**config.mk**
```make
export PLATFORM = sky130hd
export DESIGN_NAME = bold_top
export DESIGN_NICKNAME = d
export VERILOG_FILES = /design/src/bold_deadtime.v /design/src/bold_load_seq.v /design/src/bold_top.v
export VERILOG_INCLUDE_DIRS = /design/src
export SDC_FILE = /design/constraint.sdc
export NUM_CORES = 1
export LEC_CHECK = 0
export ABC_CLOCK_PERIOD_IN_PS = 17800
export BUFFER_PORTS_ARGS = -buffer_cell sky130_fd_sc_hd__buf_2
export CAP_MARGIN = 15
export CORE_MARGIN = 4
export CORE_UTILIZATION = 55
export DETAILED_ROUTE_END_ITERATION = 16
export GPL_TIMING_DRIVEN = 0
export PLACE_DENSITY = 0.71
export SETUP_SLACK_MARGIN = 0.1
export SYNTH_ARGS = -nofsm -noshare
export SYNTH_HDL_FRONTEND = slang
export SYNTH_HIERARCHICAL = 1
export SYNTH_SLANG_ARGS = --single-unit
```
**constraint.sdc**
```tcl
create_clock -name sys_clk -period 17.8 [get_ports sys_clk]
set_clock_uncertainty 0.05 [all_clocks]
set_input_delay 3.56 -clock sys_clk [delete_from_list [all_inputs] [get_ports sys_clk]]
set_output_delay 3.56 -clock sys_clk [all_outputs]
set_load 0.05 [all_outputs]
```
**src/bold_defs.vh**
```
// Constants for the open-loop buck drive and load sequencer.
// Assumes a single 125 MHz system clock and plain-port register access.
// Summary of operation
// - Dead-time tick is timer clock times eight
// - Wait 75 ticks before raising high side
// - Wait 300 ticks before raising low side
// - Never both drive outputs high together
// - Open loop: no compute interrupt, fixed duty
// - Drive outputs complementary apart from dead-time
// - Bank one on when its enable low
// - Bank two on when its enable low
// - One dedicated pin gates each bank
// - Left selects manual; up/down steps load
// - Right selects automatic transient mode
// - Green shows bank one, orange bank two
// - Automatic mode toggles bank two each half-second
`ifndef BOLD_DEFS_VH
`define BOLD_DEFS_VH

// ----------------------------------------------------------------
// Register map
// ----------------------------------------------------------------
`define BOLD_ADDR_CTRL     4'h0
`define BOLD_ADDR_STATUS   4'h1
`define BOLD_ADDR_PERIOD   4'h2
`define BOLD_ADDR_DUTY     4'h3
`define BOLD_ADDR_DT_RISE  4'h4
`define BOLD_ADDR_DT_FALL  4'h5
`define BOLD_ADDR_ID       4'hf

// CTRL fields
`define BOLD_CTRL_RUN      0
`define BOLD_CTRL_OPEN     1
`define BOLD_CTRL_LOAD_GO  2
`define BOLD_CTRL_CIRQ     3

// ----------------------------------------------------------------
// Reset values and timing
// ----------------------------------------------------------------
`define BOLD_DTG_MULT      8
`define BOLD_TIMER_MHZ     170
`define BOLD_SYS_MHZ       125
`define BOLD_DT_RISE_TICKS 16'd75
`define BOLD_DT_FALL_TICKS 16'd300
`define BOLD_PERIOD_RST    16'h0271
`define BOLD_DUTY_RST      16'h019c
`define BOLD_HALF_SEC_MS   500
`define BOLD_CYC_PER_MS    32'd125000
`define BOLD_DT_CYC_RST    16'hffff
`define BOLD_ID_VALUE      16'h5a3c

`endif

```
**src/bold_deadtime.v**
```verilog
// One complementary drive leg with dead-time insertion.
// Assumes a raw pwm level on the same clock; counts are system cycles.
`timescale 1ns/1ps
module bold_deadtime
(
  input  wire        sys_clk,
  input  wire        resetn,
  input  wire        enable,
  input  wire        pwm_in,
  input  wire [15:0] rise_cycles,
  input  wire [15:0] fall_cycles,
  output reg         high_out,
  output reg         low_out
);

  reg [15:0] wait_reg;
  reg        last_reg;

  always @(posedge sys_clk or negedge resetn)
  begin
    if (!resetn)
    begin
      high_out <= 1'b0;
      low_out  <= 1'b0;
      wait_reg <= 16'h0000;
      last_reg <= 1'b0;
    end
    else if (!enable)
    begin
      high_out <= 1'b0;
      low_out  <= 1'b0;
      wait_reg <= 16'h0000;
      last_reg <= 1'b0;
    end
    else if (pwm_in != last_reg)
    begin
      // Both off first; partner rises only after the gap
      high_out <= 1'b0;
      low_out  <= 1'b0;
      last_reg <= pwm_in;
      wait_reg <= pwm_in ? rise_cycles : fall_cycles;
    end
    else if (wait_reg != 16'h0000)
      wait_reg <= wait_reg - 16'h0001;
    else
    begin
      high_out <= last_reg;
      low_out  <= ~last_reg;
    end
  end

endmodule // bold_deadtime

```
**src/bold_load_seq.v**
```verilog
// Load bank sequencer: manual steps or automatic transient toggling.
// Assumes joystick inputs already synchronised and edge-detected.
`timescale 1ns/1ps
module bold_load_seq
(
  input  wire        sys_clk,
  input  wire        resetn,
  input  wire        start,
  input  wire        left_pulse,
  input  wire        right_pulse,
  input  wire        up_pulse,
  input  wire        down_pulse,
  input  wire [31:0] half_sec_cycles,
  output reg         bank_one_on,
  output reg         bank_two_on,
  output reg         auto_mode
);

  reg [1:0]  step_reg;
  reg [31:0] tmr_reg;

  always @(posedge sys_clk or negedge resetn)
  begin
    if (!resetn)
    begin
      step_reg    <= 2'd0;
      tmr_reg     <= 32'h00000000;
      auto_mode   <= 1'b0;
      bank_one_on <= 1'b0;
      bank_two_on <= 1'b0;
    end
    else if (!start)
    begin
      step_reg    <= 2'd0;
      auto_mode   <= 1'b0;
      bank_one_on <= 1'b0;
      bank_two_on <= 1'b0;
    end
    else
    begin
      if (right_pulse)
      begin
        auto_mode <= 1'b1;
        tmr_reg   <= 32'h00000000;
      end
      else if (left_pulse)
        auto_mode <= 1'b0;
      if (!auto_mode)
      begin
        if (up_pulse && step_reg != 2'd2)
          step_reg <= step_reg + 2'd1;
        else if (down_pulse && step_reg != 2'd0)
          step_reg <= step_reg - 2'd1;
        bank_one_on <= (step_reg != 2'd0);
        bank_two_on <= (step_reg == 2'd2);
      end
      else
      begin
        // Alternates 50% and 100% with no further input
        bank_one_on <= 1'b1;
        if (tmr_reg >= half_sec_cycles - 32'h00000001)
        begin
          tmr_reg     <= 32'h00000000;
          bank_two_on <= ~bank_two_on;
        end
        else
          tmr_reg <= tmr_reg + 32'h00000001;
      end
    end
  end

endmodule // bold_load_seq

```
**src/bold_top.v**
```verilog
// Open-loop buck drive with dead-time and load bank sequencing.
// Assumes one 125 MHz clock, raw joystick pins, plain register port.
// Joystick pins are asynchronous; the register port is synchronous.
`timescale 1ns/1ps
`include "bold_defs.vh"
module bold_top
#(
  parameter [15:0] DT_RISE_TICKS = `BOLD_DT_RISE_TICKS,
  parameter [15:0] DT_FALL_TICKS = `BOLD_DT_FALL_TICKS,
  parameter [15:0] DUTY_INIT     = `BOLD_DUTY_RST,
  parameter [31:0] HALF_SEC_CYC  = `BOLD_HALF_SEC_MS * `BOLD_CYC_PER_MS,
  parameter [15:0] ID_VALUE      = `BOLD_ID_VALUE // Arbitrary value
)
(
  input  wire        sys_clk,
  input  wire        resetn,
  input  wire [3:0]  reg_addr,
  input  wire [15:0] reg_wdata,
  input  wire        reg_wr,
  input  wire        reg_rd,
  output reg  [15:0] reg_rdata,
  input  wire        joy_left,
  input  wire        joy_right,
  input  wire        joy_up,
  input  wire        joy_down,
  output reg         high_side_drive,
  output reg         low_side_drive,
  output reg         bank_one_enable_n,
  output reg         bank_two_enable_n,
  output reg         led_green,
  output reg         led_orange,
  output reg         compute_irq_en
);

  // ----------------------------------------------------------------
  // Dead-time tick conversion
  // ----------------------------------------------------------------
  // Ticks run at timer clock times eight; convert to system cycles,
  // rounding up so the gap is never shorter than asked.
  function [15:0] ticks_to_cycles;
    input [15:0] ticks;
    reg   [31:0] prod;
    begin
      prod = {16'h0000, ticks} * `BOLD_SYS_MHZ;
      prod = (prod + (`BOLD_TIMER_MHZ * `BOLD_DTG_MULT) - 1)
             / (`BOLD_TIMER_MHZ * `BOLD_DTG_MULT);
      if (prod == 32'h00000000)
        prod = 32'h00000001;
      ticks_to_cycles = prod[15:0];
    end
  endfunction

  // ----------------------------------------------------------------
  // Registers
  // ----------------------------------------------------------------
  reg        run_reg;
  reg        open_reg;
  reg        load_go_reg;
  reg        cirq_reg;
  reg [15:0] period_reg;
  reg [15:0] duty_reg;
  reg [15:0] dt_rise_reg;
  reg [15:0] dt_fall_reg;
  reg [15:0] cnt_reg;
  reg        pwm_reg;

  wire       dt_high;
  wire       dt_low;
  wire       b1_on;
  wire       b2_on;
  wire       auto_on;

  // OPEN comes up set, so the duty is fixed from reset
  always @(posedge sys_clk or negedge resetn)
  begin
    if (!resetn)
    begin
      run_reg     <= 1'b0;
      open_reg    <= 1'b1;
      load_go_reg <= 1'b0;
      cirq_reg    <= 1'b0;
      period_reg  <= `BOLD_PERIOD_RST;
      duty_reg    <= `BOLD_DUTY_RST;
      dt_rise_reg <= `BOLD_DT_RISE_TICKS;
      dt_fall_reg <= `BOLD_DT_FALL_TICKS;
    end
    else if (reg_wr)
    begin
      case (reg_addr)
        `BOLD_ADDR_CTRL:
        begin
          run_reg     <= reg_wdata[`BOLD_CTRL_RUN];
          open_reg    <= reg_wdata[`BOLD_CTRL_OPEN];
          load_go_reg <= reg_wdata[`BOLD_CTRL_LOAD_GO];
          cirq_reg    <= reg_wdata[`BOLD_CTRL_CIRQ];
        end
        `BOLD_ADDR_PERIOD:  period_reg  <= reg_wdata;
        `BOLD_ADDR_DUTY:    duty_reg    <= reg_wdata;
        `BOLD_ADDR_DT_RISE: dt_rise_reg <= reg_wdata;
        `BOLD_ADDR_DT_FALL: dt_fall_reg <= reg_wdata;
        default: ;
      endcase
    end
  end

  // Live state for software, sampled on the read strobe only
  wire [15:0] status_word = {10'h000, auto_on, b2_on, b1_on,
                             low_side_drive, high_side_drive, pwm_reg};

  // Read data valid the cycle after the strobe, zero otherwise
  always @(posedge sys_clk or negedge resetn)
  begin
    if (!resetn)
      reg_rdata <= 16'h0000;
    else if (reg_rd)
    begin
      case (reg_addr)
        `BOLD_ADDR_CTRL:
          reg_rdata <= {12'h000, cirq_reg, load_go_reg, open_reg, run_reg};
        `BOLD_ADDR_STATUS:
          reg_rdata <= status_word;
        `BOLD_ADDR_PERIOD:  reg_rdata <= period_reg;
        `BOLD_ADDR_DUTY:    reg_rdata <= duty_reg;
        `BOLD_ADDR_DT_RISE: reg_rdata <= dt_rise_reg;
        `BOLD_ADDR_DT_FALL: reg_rdata <= dt_fall_reg;
        `BOLD_ADDR_ID:      reg_rdata <= ID_VALUE;
        default:            reg_rdata <= 16'h0000;
      endcase
    end
    else
      reg_rdata <= 16'h0000;
  end

  // ----------------------------------------------------------------
  // Fixed-duty pwm
  // ----------------------------------------------------------------
  // Open loop uses the parameter duty; closed loop would take the
  // software-written value, which here stands in for a regulator.
  // The counter wraps after PERIOD, so one pwm cycle is PERIOD+1 clocks.
  wire [15:0] duty_sel = open_reg ? DUTY_INIT : duty_reg;

  always @(posedge sys_clk or negedge resetn)
  begin
    if (!resetn)
    begin
      cnt_reg <= 16'h0000;
      pwm_reg <= 1'b0;
    end
    else if (!run_reg)
    begin
      cnt_reg <= 16'h0000;
      pwm_reg <= 1'b0;
    end
    else
    begin
      cnt_reg <= (cnt_reg >= period_reg) ? 16'h0000 : cnt_reg + 16'h0001;
      pwm_reg <= (cnt_reg < duty_sel);
    end
  end

  // Rise/fall registers reset to the parameter-independent defaults;
  // parameters override when software leaves them at reset value.
  wire [15:0] rise_t = (dt_rise_reg == `BOLD_DT_RISE_TICKS) ?
                       DT_RISE_TICKS : dt_rise_reg;
  wire [15:0] fall_t = (dt_fall_reg == `BOLD_DT_FALL_TICKS) ?
                       DT_FALL_TICKS : dt_fall_reg;

  // Converted once per cycle into flops so the divide stays out of
  // the drive path; the longest gap stands until the first update.
  // Software changes to the dead-times take effect one cycle later.
  reg [15:0] rise_cyc_reg;
  reg [15:0] fall_cyc_reg;

  always @(posedge sys_clk or negedge resetn)
  begin
    if (!resetn)
    begin
      rise_cyc_reg <= `BOLD_DT_CYC_RST;
      fall_cyc_reg <= `BOLD_DT_CYC_RST;
    end
    else
    begin
      rise_cyc_reg <= ticks_to_cycles(rise_t);
      fall_cyc_reg <= ticks_to_cycles(fall_t);
    end
  end

  bold_deadtime u_dt
  (
    .sys_clk     (sys_clk),
    .resetn      (resetn),
    .enable      (run_reg),
    .pwm_in      (pwm_reg),
    .rise_cycles (rise_cyc_reg),
    .fall_cycles (fall_cyc_reg),
    .high_out    (dt_high),
    .low_out     (dt_low)
  );

  // ----------------------------------------------------------------
  // Joystick synchronisers
  // ----------------------------------------------------------------
  // Three stages; a change counts once stages two and three agree.
  // Each pin keeps its own flops, so no vector has several drivers.
  // Pins idle low, so the reset values give no false edge.
  wire [3:0] joy_raw;
  wire [3:0] pulse_w;

  assign joy_raw = {joy_down, joy_up, joy_right, joy_left};

  genvar gi;
  generate
    for (gi = 0; gi < 4; gi = gi + 1)
    begin : g_sync
      reg s1_reg;
      reg s2_reg;
      reg s3_reg;
      reg lvl_reg;
      reg pulse_reg;

      always @(posedge sys_clk or negedge resetn)
      begin
        if (!resetn)
        begin
          s1_reg    <= 1'b0;
          s2_reg    <= 1'b0;
          s3_reg    <= 1'b0;
          lvl_reg   <= 1'b0;
          pulse_reg <= 1'b0;
        end
        else
        begin
          s1_reg    <= joy_raw[gi];
          s2_reg    <= s1_reg;
          s3_reg    <= s2_reg;
          if (s2_reg == s3_reg)
            lvl_reg <= s3_reg;
          pulse_reg <= (s2_reg == s3_reg) && s3_reg && !lvl_reg;
        end
      end

      assign pulse_w[gi] = pulse_reg;
    end
  endgenerate

  bold_load_seq u_load
  (
    .sys_clk         (sys_clk),
    .resetn          (resetn),
    .start           (load_go_reg),
    .left_pulse      (pulse_w[0]),
    .right_pulse     (pulse_w[1]),
    .up_pulse        (pulse_w[2]),
    .down_pulse      (pulse_w[3]),
    .half_sec_cycles (HALF_SEC_CYC),
    .bank_one_on     (b1_on),
    .bank_two_on     (b2_on),
    .auto_mode       (auto_on)
  );

  // ----------------------------------------------------------------
  // Drive output flops
  // ----------------------------------------------------------------
  always @(posedge sys_clk or negedge resetn)
  begin
    if (!resetn)
    begin
      high_side_drive <= 1'b0;
      low_side_drive  <= 1'b0;
      compute_irq_en  <= 1'b0;
    end
    else
    begin
      // Final guard keeps the pair exclusive even on a bad leg
      high_side_drive <= dt_high & ~dt_low;
      low_side_drive  <= dt_low & ~dt_high;
      compute_irq_en  <= cirq_reg & ~open_reg;
    end
  end

  // ----------------------------------------------------------------
  // Load switch and indicator flops
  // ----------------------------------------------------------------
  // Indicators come from the same bank bits, so they match the enables
  always @(posedge sys_clk or negedge resetn)
  begin
    if (!resetn)
    begin
      bank_one_enable_n <= 1'b1;
      bank_two_enable_n <= 1'b1;
      led_green         <= 1'b0;
      led_orange        <= 1'b0;
    end
    else
    begin
      bank_one_enable_n <= ~b1_on;
      bank_two_enable_n <= ~b2_on;
      led_green         <= b1_on;
      led_orange        <= b2_on;
    end
  end

endmodule // bold_top

```
==> results.py <==
metrics = {
    "clock_network": {
        "numClockSinks": 216,
        "cts_tree": "yes",
        "ctsHoldBuffers": 0,
        "h-tree-depth": 1,
        "clkTransAtPathRegs_ps": 70,
        "clock_path_buffers": 3,
        "cts_root_buffer": "clkbuf_16",
        "clock_latency_ps": 550,
        "cts_buffers": 26,
    },
    "worst_setup_path": {
        "endpoint": "rise_cyc_reg[0]",
        "required_ps": 18200,
        "reg2reg_depth": 64,
        "cp_common_cell": "buf_2",
        "crit-reg2reg-launch": "dt_rise_reg[0]",
        "path_class": "reg -> reg",
        "crit_start": "dt_rise_reg[0]",
        "reg2reg_to": "rise_cyc_reg[0]",
        "r2r_slack_ps": 1000,
        "cp_max_fo": 10,
        "critical_path_buf_inv_count": 15,
        "crit_path_start_kind": "register",
        "crit_slowest_cell": "dfstp_2",
        "cp_top_family": "compound AO/OA/AOI/OAI gates",
        "cp_num_cells": 64,
        "worstPathArrival_ps": 17200,
        "endpoint_kind": "register",
        "max_stage_delay_ps": 610,
    },
    "logic_synthesis": {
        "syn_area_um2": 28200,
        "synthArstFlopShare": 1.00,
        "yosys.area_share.simple": 0.204,
        "synthFlopType": "dfrtp_1",
        "synth_top_family_by_area": "compound AO/OA/AOI/OAI gates",
        "yosysUniqueCellTypes": 145,
        "synthTopCellsByArea": "dfrtp_1 (14%), ha_1 (10%), fa_1 (7.0%)",
        "synth.cells.most_frequent": "nand2_1 (312), nor2_1 (283), inv_1 (235), ha_1 (231), a21oi_1 (188)",
        "synth_top_cell_by_area": "dfrtp_1",
        "synthMuxAreaShare": 0.0603,
        "avgSynthCellArea_um2": 8.31,
        "yosys_warnings": 6,
        "synth_top_area_share": 0.145,
        "synthMostInstantiatedCell": "nand2_1",
        "synth-adder-area-share": 0.176,
        "syn_inst": 3394,
        "seq_area_frac_synth": 0.194,
        "ys_seq_elements": 216,
        "synth_edf_count": 0,
        "synth_compound_area_frac": 0.250,
        "synthXorXnorAreaFrac": 0.0600,
    },
    "global_route": {
        "grt_pass1_wl_mm": 129,
        "grt_use_total": 0.278,
        "grt_pass1_vias": 25900,
        "antenna_found_initial": 1,
        "grt_max_degree": 111,
        "grt-ovfl-total": 0,
    },
    "routing": {
        "wire_per_inst_um": 18.2,
        "routed_wl_mm": 77.6,
        "drtIter0Drc": 2459,
        "vias": 26700,
        "drtAntennaViolNets": 0,
        "drc": 0,
        "dr.pass1.iters": 7,
        "vias_per_cell": 6.26,
    },
    "timing": {
        "max_freq_mhz": 59.5,
        "hold_violations": 0,
        "relSlewSlack": 0.414,
        "rsz0062_at_grt": "yes",
        "post-route-min-period_ps": 16800,
        "finalSetupTns_ps": 0,
        "setup_viol": 0,
        "worstMarginPinSlew_ps": 873,
        "drv_slew": 0,
        "period_share": 0.944,
    },
    "layout": {
        "fin_nets": 3933,
        "fillCellCount": 4496,
        "drive_above_1_share": 0.136,
        "syn2layout_area_growth_pct": 9.88,
        "largest_reg_flops": 32,
    },
    "die": {
        "die_h_um": 234,
        "io_pins": 51,
        "die_x_um": 234,
        "start_util": 0.560,
        "dieArea_um2": 54900,
        "rows": 82,
        "fp.coreArea_um2": 50400,
    },
    "place": {
        "routabilityCongestion": 0.933,
        "portBuffers": 48,
        "dp_hpwl_mm": 61.0,
    },
    "worst_hold_path": {
        "hp-class": "reg -> reg",
    },
    "flow_run": {
        "max-cap-violations": 0,
    },
    "status": {
        "status": "completed",
    },
}
==> layout make-up <==
class	count	area, um2	area share
Antenna cell	1	2.50	0.0000808
Multi-Input combinational cell	2895	21800	0.704
Clock buffer	36	739	0.0239
Timing Repair Buffer	62	375	0.0121
Inverter	243	920	0.0297
Clock inverter	12	193	0.00622
Buffer	131	611	0.0197
Tap cell	672	841	0.0271
Sequential cell	216	5470	0.177
==> logic make-up (layout without fill, tap and decap cells) <==
kind of cell / count (synthesis) / in the layout
simple gates: 1158 / 1158
compound gates: 958 / 958
buf+inv: 376 / 484
fa+ha+maj: 340 / 340
flops: 216 / 216
xor+xnor: 189 / 189
mux: 155 / 155
other cells: 2 / 96
==> placed cells by master, fill, tap and decap left out, types with 21 or more instances in the layout <==
cell type    n
dfrtp_1    161
nand2b_1    34
nand2_1    312
nor4_1      34
buf_4       21
mux2_2      92
o21a_1      28
nor3_1      78
a21oi_1    187
ha_1       231
a22oi_1     22
buf_2       84
o21ai_0    148
xor2_1      56
mux2i_1     55
nor2_1     282
and3_1      45
fa_1        99
o211ai_1    74
a211oi_1    37
a21o_1      24
and2_1      38
o21ai_1     34
nand3_1    102
nand4_1     50
xnor2_1    121
nor2b_1     36
inv_1      235
a31oi_1     32
dfstp_2     53
clkbuf_16   27
conb_1      95
or3_1       30
clkbuf_1    77
==> layer usage <==
metal / wire [um] / global-route usage
met1: 34100 / 0.375
met2: 37600 / 0.482
met3: 4240 / 0.0309
met4: 1600 / 0.0657
met5: 0 / 0
==> worst min-delay path by stage <==
stage,depth (start not counted),to,from
floorplan,0,g_sync[0].s2_reg,g_sync[0].s1_reg
global placement,0,g_sync[2].s2_reg,g_sync[2].s1_reg
detailed placement,0,g_sync[1].s2_reg,g_sync[1].s1_reg
CTS,0,g_sync[1].s2_reg,g_sync[1].s1_reg
global route,0,g_sync[1].s2_reg,g_sync[1].s1_reg
finish,0,g_sync[1].s2_reg,g_sync[1].s1_reg
==> repair_timing <==
item / in CTS / in global routing
gates resized for setup: 0 / 59
setup endpoints to repair: 0 / 5
setup buffers: 0 / 13
==> through the flow <==
stage          instance area (um2)  hold WS [ps]   util  worst slack, ps  std cells
2_1_floorplan                28500           281      -             2910       3487
3_5_place_dp                 29700           286  0.589              138       4208
5_1_grt                      31000           310  0.615             23.2       4268
4_1_cts                      30600           300  0.607              107       4256
6_report                     31000           298  0.615             1000       4268
3_3_place_gp                 29600           285  0.588              534       4207
Power is left out: the tool's default activity adds up to more than one toggle a clock period on the data nets, which glitch-free logic cannot reach.
